File: src/eaw_defines.svh
/*
 * register map, reset values and field layout of the external-area
 * access/wait configuration bank; assumes a 32-bit APB with byte addresses.
 */
`ifndef EAW_DEFINES_SVH
`define EAW_DEFINES_SVH

`define EAW_ADDR_W        8
`define EAW_OFF_AST       8'h00
`define EAW_OFF_WCR_HI    8'h04
`define EAW_OFF_WCR_LO    8'h08
`define EAW_RST_AST       8'hFF
`define EAW_RST_WCR_HI    8'hFF
`define EAW_RST_WCR_LO    8'hFF
`define EAW_WFIELD_W      2
`define EAW_NO_WAIT       2'h0
`define EAW_AREA0         3'h0

`endif

File: src/eaw_pkg.sv
/*
 * types of the external-area access/wait configuration bank;
 * assumes eaw_defines.svh is on the include path.
 */
`include "eaw_defines.svh"

package eaw_pkg;

    typedef enum logic [4:0] {
        PH_IDLE = 5'h01,
        PH_T1   = 5'h02,
        PH_T2   = 5'h04,
        PH_TW   = 5'h08,
        PH_T3   = 5'h10
    } eaw_phase_t;

    typedef enum logic [1:0] {
        SEL_NONE   = 2'h0,
        SEL_AST    = 2'h1,
        SEL_WCR_HI = 2'h2,
        SEL_WCR_LO = 2'h3
    } eaw_sel_t;

    typedef struct packed {
        logic [7:0]  area_three_state_bits;
        logic [7:0]  wait_count_upper_areas;
        logic [7:0]  wait_count_lower_areas;
        logic [31:0] rdata;
        logic        hws_s1;
        logic        hws_s2;
        logic        mrst_s1;
        logic        mrst_s2;
        logic        adv_s1;
        logic        adv_s2;
        eaw_phase_t  phase;
        logic [2:0]  area;
        logic        ext;
        logic        three;
        logic [1:0]  nwait;
        logic [1:0]  wcnt;
    } eaw_state_t;

endpackage

File: src/eaw_wait_cfg.sv
/*
 * access-state and program-wait configuration for eight external areas,
 * with an APB register slave and a bus-cycle state sequencer.
 * assumes: ACC_* and SW_STANDBY come from logic on REF_CLK; HW_STANDBY,
 * MANUAL_RESET and ADV_MODE are pins; RST_N is the power-on reset.
 */
// Operation
// [RL1] area bit clear gives 2-state access, set gives 3-state; bit n is area n
// [RL2] same area bit enables or disables wait insertion for that area
// [RL3] on-chip memory and internal I/O ignore area bits, fixed states
// [RL4] normal mode: only the area 0 bit selects 2 or 3 states
// [RL5] access-state register loads ones on power-on and hardware standby only
// [RL6] two-bit wait field gives 0, 1, 2 or 3 program waits
// [RL7] program waits apply only when the area is 3-state
// [RL8] upper register holds areas 7..4, lower areas 3..0, high pair first
// [RL9] no program waits on on-chip memory or internal I/O
// [RL10] normal mode: only the area 0 wait field counts
// [RL11] wait registers load ones on power-on and hardware standby only
// [RL12] external device may stretch 3-state cycles with its wait request; the sequencer has no wait request input and only drives ACC_WAIT_EN
// [RL13] each state is one clock; program waits sit between T2 and T3
`timescale 1ns/1ps
`include "eaw_defines.svh"

module eaw_wait_cfg (
    input  wire logic                      REF_CLK,
    input  wire logic                      RST_N,
    input  wire logic                      HW_STANDBY,
    input  wire logic                      MANUAL_RESET,
    input  wire logic                      SW_STANDBY,
    input  wire logic                      ADV_MODE,
    input  wire logic                      PSEL,
    input  wire logic                      PENABLE,
    input  wire logic                      PWRITE,
    input  wire logic [`EAW_ADDR_W-1:0]    PADDR,
    input  wire logic [31:0]               PWDATA,
    input  wire logic [3:0]                PSTRB,
    output logic      [31:0]               PRDATA,
    output logic                           PREADY,
    output logic                           PSLVERR,
    input  wire logic                      ACC_REQ,
    input  wire logic [2:0]                ACC_AREA,
    input  wire logic                      ACC_EXT,
    output logic                           ACC_ACCEPT,
    output logic                           ACC_BUSY,
    output logic                           ACC_IN_WAIT,
    output logic                           ACC_DONE,
    output logic                           ACC_THREE,
    output logic                           ACC_WAIT_EN,
    output logic      [1:0]                ACC_NWAIT
);

    ////////////////////////////////////////////////////////////////////////
    // helpers

    function automatic eaw_pkg::eaw_sel_t reg_decode(
        input logic [`EAW_ADDR_W-1:0] addr
    );
        case (addr)
            `EAW_OFF_AST:    reg_decode = eaw_pkg::SEL_AST;
            `EAW_OFF_WCR_HI: reg_decode = eaw_pkg::SEL_WCR_HI;
            `EAW_OFF_WCR_LO: reg_decode = eaw_pkg::SEL_WCR_LO;
            default:         reg_decode = eaw_pkg::SEL_NONE;
        endcase
    endfunction

    // areas 7..4 in the upper register, 3..0 in the lower, pair 7:6 first
    function automatic logic [1:0] area_field(
        input logic [7:0] hi,
        input logic [7:0] lo,
        input logic [2:0] area
    );
        logic [7:0] r;
        r = area[2] ? hi : lo; // RL8
        case (area[1:0])
            2'h3:    area_field = r[7:6];
            2'h2:    area_field = r[5:4];
            2'h1:    area_field = r[3:2];
            default: area_field = r[1:0];
        endcase
    endfunction

    ////////////////////////////////////////////////////////////////////////
    // state

    localparam eaw_pkg::eaw_state_t RST_VAL = '{
        area_three_state_bits:  `EAW_RST_AST,
        wait_count_upper_areas: `EAW_RST_WCR_HI,
        wait_count_lower_areas: `EAW_RST_WCR_LO,
        rdata:                  32'h0000_0000,
        hws_s1:                 1'b0,
        hws_s2:                 1'b0,
        mrst_s1:                1'b0,
        mrst_s2:                1'b0,
        adv_s1:                 1'b0,
        adv_s2:                 1'b0,
        phase:                  eaw_pkg::PH_IDLE,
        area:                   3'h0,
        ext:                    1'b0,
        three:                  1'b0,
        nwait:                  2'h0,
        wcnt:                   2'h0
    };

    eaw_pkg::eaw_state_t q;
    eaw_pkg::eaw_state_t d;
    eaw_pkg::eaw_sel_t   sel;
    logic                apb_setup;
    logic                apb_access;
    logic [2:0]          eff_area;
    logic                acc_three;
    logic [1:0]          acc_nwait;
    logic                accept;

    assign sel        = reg_decode(PADDR);
    assign apb_setup  = PSEL && !PENABLE;
    assign apb_access = PSEL && PENABLE;

    // normal mode sees only area 0
    assign eff_area  = q.adv_s2 ? ACC_AREA : `EAW_AREA0; // RL4 RL10
    // internal space never takes 3 states or program waits
    assign acc_three = ACC_EXT && q.area_three_state_bits[eff_area]; // RL1 RL3
    assign acc_nwait = acc_three ? area_field(q.wait_count_upper_areas,
                                              q.wait_count_lower_areas,
                                              eff_area)
                                 : `EAW_NO_WAIT; // RL6 RL7 RL9
    // no new cycle while standing by or held in manual reset
    assign accept = (q.phase == eaw_pkg::PH_IDLE) && ACC_REQ && !SW_STANDBY
                    && !q.mrst_s2 && !q.hws_s2;

    ////////////////////////////////////////////////////////////////////////
    // next state

    always_comb begin
        d = q;
        d.hws_s1  = HW_STANDBY;
        d.hws_s2  = q.hws_s1;
        d.mrst_s1 = MANUAL_RESET;
        d.mrst_s2 = q.mrst_s1;
        d.adv_s1  = ADV_MODE;
        d.adv_s2  = q.adv_s1;

        // read data captured in setup so it comes from a flop in access
        if (apb_setup) begin
            case (sel)
                eaw_pkg::SEL_AST:    d.rdata = {24'h000000, q.area_three_state_bits};
                eaw_pkg::SEL_WCR_HI: d.rdata = {24'h000000, q.wait_count_upper_areas};
                eaw_pkg::SEL_WCR_LO: d.rdata = {24'h000000, q.wait_count_lower_areas};
                default:             d.rdata = 32'h0000_0000;
            endcase
        end

        if (apb_access && PWRITE && PSTRB[0]) begin
            case (sel)
                eaw_pkg::SEL_AST:    d.area_three_state_bits  = PWDATA[7:0];
                eaw_pkg::SEL_WCR_HI: d.wait_count_upper_areas = PWDATA[7:0];
                eaw_pkg::SEL_WCR_LO: d.wait_count_lower_areas = PWDATA[7:0];
                default: begin
                end
            endcase
        end

        // bus-cycle sequencer, one state per clock
        case (q.phase)
            eaw_pkg::PH_IDLE: begin
                if (accept) begin
                    d.area  = eff_area;
                    d.ext   = ACC_EXT;
                    d.three = acc_three; // RL2
                    d.nwait = acc_nwait;
                    d.phase = eaw_pkg::PH_T1;
                end
            end
            eaw_pkg::PH_T1: begin
                d.phase = eaw_pkg::PH_T2;
            end
            eaw_pkg::PH_T2: begin
                if (!q.three) begin
                    d.phase = eaw_pkg::PH_IDLE; // RL1 RL3
                end else if (q.nwait != `EAW_NO_WAIT) begin
                    d.wcnt  = q.nwait; // RL13
                    d.phase = eaw_pkg::PH_TW;
                end else begin
                    d.phase = eaw_pkg::PH_T3;
                end
            end
            eaw_pkg::PH_TW: begin
                d.wcnt = q.wcnt - 2'h1; // RL13
                if (q.wcnt == 2'h1) begin
                    d.phase = eaw_pkg::PH_T3;
                end
            end
            eaw_pkg::PH_T3: begin
                d.phase = eaw_pkg::PH_IDLE;
            end
            default: begin
                d.phase = eaw_pkg::PH_IDLE;
            end
        endcase

        // manual reset aborts the cycle but keeps the configuration
        if (q.mrst_s2) begin
            d.phase = eaw_pkg::PH_IDLE; // RL5 RL11
        end
        // hardware standby reloads defaults and wins over a write
        if (q.hws_s2) begin
            d.area_three_state_bits  = `EAW_RST_AST; // RL5
            d.wait_count_upper_areas = `EAW_RST_WCR_HI; // RL11
            d.wait_count_lower_areas = `EAW_RST_WCR_LO; // RL11
            d.phase                  = eaw_pkg::PH_IDLE;
        end
    end

    always_ff @(posedge REF_CLK) begin
        if (!RST_N) begin
            q <= RST_VAL; // RL5 RL11
        end else begin
            q <= d;
        end
    end

    ////////////////////////////////////////////////////////////////////////
    // outputs

    assign PRDATA      = q.rdata;
    assign PREADY      = 1'b1;
    assign PSLVERR     = apb_access && (sel == eaw_pkg::SEL_NONE);
    assign ACC_ACCEPT  = accept;
    assign ACC_BUSY    = (q.phase != eaw_pkg::PH_IDLE);
    assign ACC_IN_WAIT = (q.phase == eaw_pkg::PH_TW);
    assign ACC_DONE    = ((q.phase == eaw_pkg::PH_T2) && !q.three)
                         || (q.phase == eaw_pkg::PH_T3);
    assign ACC_THREE   = q.three;
    // wait enable follows the 3-state flag of the last accepted cycle and holds it while idle; no external wait request comes in
    assign ACC_WAIT_EN = q.three; // RL2
    assign ACC_NWAIT   = q.nwait;
endmodule

File: config.mk
export PLATFORM = sky130hd
export DESIGN_NAME = eaw_wait_cfg
export DESIGN_NICKNAME = d
export VERILOG_FILES = /design/src/eaw_pkg.sv /design/src/eaw_wait_cfg.sv
export VERILOG_INCLUDE_DIRS = /design/src
export SDC_FILE = /design/constraint.sdc
export NUM_CORES = 1
export LEC_CHECK = 0
export ABC_AREA = 1
export BUFFER_PORTS_ARGS = -buffer_cell sky130_fd_sc_hd__clkbuf_2
export CORE_MARGIN = 8
export CORE_UTILIZATION = 35
export CTS_BUF_LIST = sky130_fd_sc_hd__clkbuf_8
export CTS_CLUSTER_SIZE = 24
export DETAILED_ROUTE_END_ITERATION = 7
export PLACE_DENSITY = 0.58
export SKIP_LAST_GASP = 1
export SYNTH_ARGS = -nofsm -noshare
export SYNTH_HDL_FRONTEND = slang
export SYNTH_SLANG_ARGS = --single-unit
File: constraint.sdc
create_clock -name REF_CLK -period 1.9 [get_ports REF_CLK]
set_input_delay 0.38 -clock REF_CLK [delete_from_list [all_inputs] [get_ports REF_CLK]]
set_output_delay 0.38 -clock REF_CLK [all_outputs]
set_load 0.05 [all_outputs]
==> flow_metrics.tcl, run 1 <==
set metrics [dict create \
    cpLargestDelayFamily "simple AND/OR/NAND/NOR gates" \
    crit_required_ns 1.52 \
    min_path_type "input port to flop" \
    die_y_um 105 \
    die_w_um 105 \
    netSwitchingFraction_pct 30.5 \
    post-dp-hpwl_um 5250 \
    final_area_um2 3050 \
    clock_sinks 48 \
    yosysTopAreaCell "dfxtp_1" \
    cts_tree "done" \
    finalMaxSlewViolations 0 \
    grt_pass1_wl_um 10600 \
    fmax_ghz 0.550 \
    p_seq_share_pct 53.4 \
    synth.distinct_cells 31 \
    hold_violations 0 \
    layout.nets 493 \
    p_leak_nw 1.64 \
    final_cells 536 \
    nFillCells 825 \
    clkLatencyLatePin_ns 0.30 \
    skew_ns 0.00997 \
    critPathBufInv 1 \
    cts-root-buf "clkbuf_8" \
    wl_per_cell_um 12.1 \
    arrival_ns 1.44 \
    dr.pass1.iters 4 \
    grt_pass1_vias 2272 \
    port_buffers 47 \
    drt_iter0_markers 143 \
    num_antenna_cells 0 \
    timing.final.ws_setup_ns 0.0825 \
    hold_buffers 0 \
    vias 2402 \
    ys_ff_latch 48 \
    placed_cell_area_um2 2950 \
    fp.coreArea_um2 7650 \
    start_util_pct 35.9 \
    gr-total-overflow 0 \
    path_max_fanout 4 \
    hp-start "HW_STANDBY" \
    ys_warn_count 0 \
    routed_wl_um 6480 \
    grt_antenna_before_repair 0 \
    clockPowerShare_pct 30.2 \
    multi_input_area_um2 1340 \
    holdWs_ns 0.257 \
    crit_chain "nor2_1 > nand4_1 > o21ai_1 > clkbuf_4" \
    power_switching_mw 0.586 \
    seq_area_frac_synth_pct 35.0 \
    viasPerCell 4.48 \
    finalCritPeriodShare_pct 95.7 \
    ctsLongestPathBuffers 2 \
    yosysTopAreaCellShare_pct 35.0 \
    num_rows 32 \
    layout-drive-gt1-share_pct 22.4 \
    dp.cells 529 \
    p_per_area_nw_per_um2 631 \
    ios 100 \
    r2r-start "q[14]$_SDFF_PN0_" \
    place_congestion 0.891 \
    slowest_stage "dfxtp_1" \
    rsz0062_at_grt "true" \
    yosys-top-cells-area "dfxtp_1, nand2_1, buf_4, nand3_1, inv_1" \
    drc 0 \
    final_util_pct 39.8 \
    end_kind "output port" \
    path_class "flop to output port" \
    outcome "finished, final reports clean" \
    total_power_mw 1.92 \
    syn_inst 390 \
    htree_levels 2 \
    setup_viol 0 \
    syn_avg_cell_area_um2 7.04 \
    globalRouteTotalUtil_pct 11.6 \
    die-area_um2 10900 \
    p_comb_share_pct 16.4 \
    cp-start-kind "flop" \
    final.min_clock_period_ns 1.82 \
    tns_ns 0 \
    detailedPlace.worstSlack_ns 0.153 \
    area_growth_pct 10.9 \
    grt_max_degree 16 \
    p_int_mw 1.33 \
    max_stage_delay_ns 0.33 \
    clk_pin_slew_ns 0.08 \
    critPathLaunch "q[9]$_SDFFE_PP1P_" \
    drtAntennaViolNets 0 \
    r2r_slack_ns 0.33 \
    irDropWorstVdd_mv 0.199 \
    regArea_um2 961 \
    netlist_area_um2 2750 \
    cts_made_buffers 5 \
    cap_viol_max_count 0 \
]
## cell usage after synthesis (all sizes together)
library cell	count
o21ai	10
o211ai	14
mux2i	1
clkbuf	1
nor4	1
conb	2
a31oi	1
ha	1
or2	2
buf	45
nand3	42
a21oi	17
dfxtp	48
nor3	6
nand2	115
nand4	7
nor2	25
inv	52
## state kept, by name, summed over array words and instances, names as in the netlist
name / flops
q: 34
d: 3
ACC_THREE: 1
PRDATA: 8
ACC_NWAIT: 2
## what timing repair did
item | CTS | global route
resized for setup | 3 | 4
endpoints found under the setup margin | 1 | 3
endpoints found under the hold margin | 0 | 0
setup buffers | 0 | 0
gates cloned | 0 | 0
## cell families after synthesis
| logic type | count (synthesis) | share of synthesized area (%) |
|---|---|---|
| DFF | 48 | 35.0 |
| AOI/OAI and AO/OA | 42 | 9.70 |
| buffers and inverters | 98 | 19.9 |
| muxes | 1 | 0.364 |
| and+or+nand+nor | 198 | 34.3 |
| other | 2 | 0.273 |
| adders and majority gates | 1 | 0.456 |
## power groups by stage
| stage | clock network, mW | logic (mW) | registers [mW] |
|---|---|---|---|
| floorplan | 0 | 0.270 | 1.05 |
| global placement | 0 | 0.308 | 1.05 |
| detailed placement | 0 | 0.310 | 1.05 |
| CTS | 0.610 | 0.313 | 1.03 |
| finish | 0.580 | 0.315 | 1.03 |
| global route | 0.650 | 0.341 | 1.03 |
## tightest hold or removal path, stage by stage
cell      delay, ns
clkbuf_2       0.07
nand2_1        0.04
inv_1          0.04
## layout make-up
class | count | area share [%]
flip-flops and latches | 48 | 31.6
well taps | 102 | 4.19
multi-input cells | 267 | 44.1
clock buffers | 5 | 2.26
inverters | 52 | 6.41
clock inverters | 2 | 0.411
repair buffers | 60 | 11.1
## placed cells by master, fill, tap and decap left out
master	instances
conb_1	25
a21oi_1	17
nand3_1	39
inv_1	49
nand2_1	106
nand2_2	7
o21ai_1	3
o211ai_2	4
dfxtp_1	48
nor2_4	3
ha_1	1
buf_4	13
nand4_1	6
nand3_2	3
or2_2	2
nor2_8	1
mux2i_1	1
nand4_4	1
clkinvlp_4	1
nor3_2	1
nand2_4	2
nor3_4	2
a31oi_1	1
nor3_1	3
clkinv_2	1
inv_2	3
nor2_1	20
o211ai_1	10
o21ai_0	7
clkbuf_2	45
nor2_2	1
nor4_1	1
clkbuf_8	5
clkbuf_4	2
## layer usage
metal | track usage, % | wire (µm)
met4 | 3.98 | 76
met2 | 18.9 | 2980
met5 | 0 | 0
met3 | 3.13 | 472
met1 | 14.4 | 2950
## final timing paths
| kind | endpoint | cells past startpoint |
|---|---|---|
| worst max-delay path | ACC_DONE | 4 |
| worst min-delay path | d[18]$_SDFF_PN0_ | 3 |
| worst max register to register | ACC_NWAIT[0]$_SDFFE_PN0P_ | 7 |
| worst min register to register | q[18]$_SDFF_PN0_ | 2 |
No activity file was read; power rests on OpenSTA's default activity.
==> run 2, diff against run 1 <==
--- a/config.mk
+++ b/config.mk
@@ -14,6 +14,8 @@
 export CTS_CLUSTER_SIZE = 24
 export DETAILED_ROUTE_END_ITERATION = 7
 export PLACE_DENSITY = 0.58
+export REMOVE_ABC_BUFFERS = 1
+export SETUP_SLACK_MARGIN = 0.02
 export SKIP_LAST_GASP = 1
 export SYNTH_ARGS = -nofsm -noshare
 export SYNTH_HDL_FRONTEND = slang
==> run 2 against run 1 <==
Net effect: worst hold slack improved by 0.0010 ns; die area unchanged; sequential share of layout area decreased by 0.052 points; design area increased by 0.16%; via count increased by 0.50%; count of clock-buffer cells in the layout increased by 2; maximum frequency decreased by 0.99%; sequential power about the same; global-route usage increased by 0.33 points; critical path depth increased by 1.
==> flow_metrics.tcl, run 2 (same netlist as run 1, synthesis figures left out) <==
set metrics [dict create \
    arrival_ns 1.46 \
    skew_ns 0.00620 \
    routed_wl_um 6420 \
    grt_antenna_before_repair 0 \
    p_per_area_nw_per_um2 650 \
    setup_viol 0 \
    regMostFlops "q" \
    drc 0 \
    largest_reg_flops 34 \
    drt_iter0_markers 86 \
    crit_required_ns 1.52 \
    die-area_um2 10900 \
    cap_viol_max_count 0 \
    port_buffers 47 \
    path_class "flop to output port" \
    cts_tree "done" \
    irDropWorstVdd_mv 0.219 \
    gr-total-overflow 0 \
    clockPowerShare_pct 32.5 \
    wl_per_cell_um 12.0 \
    post-dp-hpwl_um 5270 \
    final_common_cell "nand2_1" \
    finalMaxSlewViolations 0 \
    p_int_mw 1.41 \
    clock_sinks 48 \
    rsz0062_at_grt "true" \
    hold_violations 0 \
    cts_made_buffers 5 \
    holdWs_ns 0.258 \
    final.min_clock_period_ns 1.84 \
    globalRouteTotalUtil_pct 11.9 \
    layout-drive-gt1-share_pct 22.1 \
    fp.coreArea_um2 7650 \
    ios 100 \
    min_path_type "input port to flop" \
    fmax_ghz 0.545 \
    drtAntennaViolNets 0 \
    total_power_mw 1.98 \
    num_antenna_cells 0 \
    ctsLongestPathBuffers 2 \
    grt_pass1_wl_um 11000 \
    grt_max_degree 21 \
    viasPerCell 4.50 \
    finalCritPeriodShare_pct 96.6 \
    end_kind "output port" \
    grt_pass1_vias 2384 \
    die_y_um 105 \
    p_leak_nw 1.65 \
    num_rows 32 \
    outcome "finished, final reports clean" \
    htree_levels 2 \
    final_area_um2 3050 \
    vias 2414 \
    clk_pin_slew_ns 0.08 \
    layout.nets 493 \
    path_max_fanout 5 \
    critPathLaunch "q[16]$_SDFF_PN0_" \
    place_congestion 0.867 \
    netSwitchingFraction_pct 29.0 \
    power_switching_mw 0.575 \
    die_w_um 105 \
    clkLatencyLatePin_ns 0.30 \
    start_util_pct 35.9 \
    cts-root-buf "clkbuf_8" \
    r2r-start "q[14]$_SDFF_PN0_" \
    dr.pass1.iters 5 \
    p_seq_share_pct 51.8 \
    placed_cell_area_um2 2930 \
    p_comb_share_pct 15.7 \
    cp-start-kind "flop" \
    area_growth_pct 11.1 \
    final_cell_mix "nand2_1, inv_1, dfxtp_1" \
    hp-start "MANUAL_RESET" \
]
==> run 2: path summary, 6_finish.rpt <==
check                                   end  slack (ns)  cells past startpoint
hold / removal             d[16]$_SDFF_PN0_        0.26                      3
hold reg to reg            q[14]$_SDFF_PN0_        0.42                      2
setup reg to reg  ACC_NWAIT[0]$_SDFFE_PN0P_        0.31                      7
setup / recovery                 ACC_ACCEPT        0.06                      5
==> run 2: metrics by stage <==
stage               worst slack, ns  util, %  cells  setup TNS, ns
floorplan                    -0.398        -    367          -1.26
global placement              0.150     38.4    528              0
detailed placement            0.138     38.4    528              0
CTS                        0.000951     39.7    535              0
global route                -0.0116     39.9    536        -0.0116
finish                       0.0644     39.9    536              0
==> run 2: timing repair <==
item,4_1_cts,5_1_grt
gates resized for setup,3,2
hold buffers,0,0
setup buffers,0,1
setup endpoints to repair,2,3
pin swaps,0,1
gates cloned,0,0
==> run 2: per-layer routing <==
metal  global-route usage, %  vias up  part of all wire, %
li1                        -     1266                    -
met1                    14.0     1069                   45
met2                    20.6       74                   48
met3                    3.01        5                  5.8
met4                    4.28        0                  1.1
met5                       0        -                    0
==> run 2: power by group through the flow <==
stage	combinational, mW	clock [mW]	sequential, mW
after floorplan	0.203	0	1.06
after global placement	0.305	0	1.05
after detailed placement	0.307	0	1.05
after CTS	0.309	0.672	1.03
after global routing	0.337	0.706	1.03
final	0.311	0.644	1.03
==> run 2: critical path, stage by stage, from the launching register on <==
cell and delay [ns]:
dfxtp_1 0.31, or2_2 0.30, nor2_2 0.15, nand2_2 0.11, inv_1 0.06, clkbuf_4 0.22
==> run 2: layout make-up <==
cell class / count / area [µm²]
fill: 843 / 4600
multi-input combinational: 267 / 1330
sequential: 48 / 961
timing repair buffer: 60 / 338
inverter: 52 / 195
tap: 102 / 128
clock buffer: 7 / 96.3
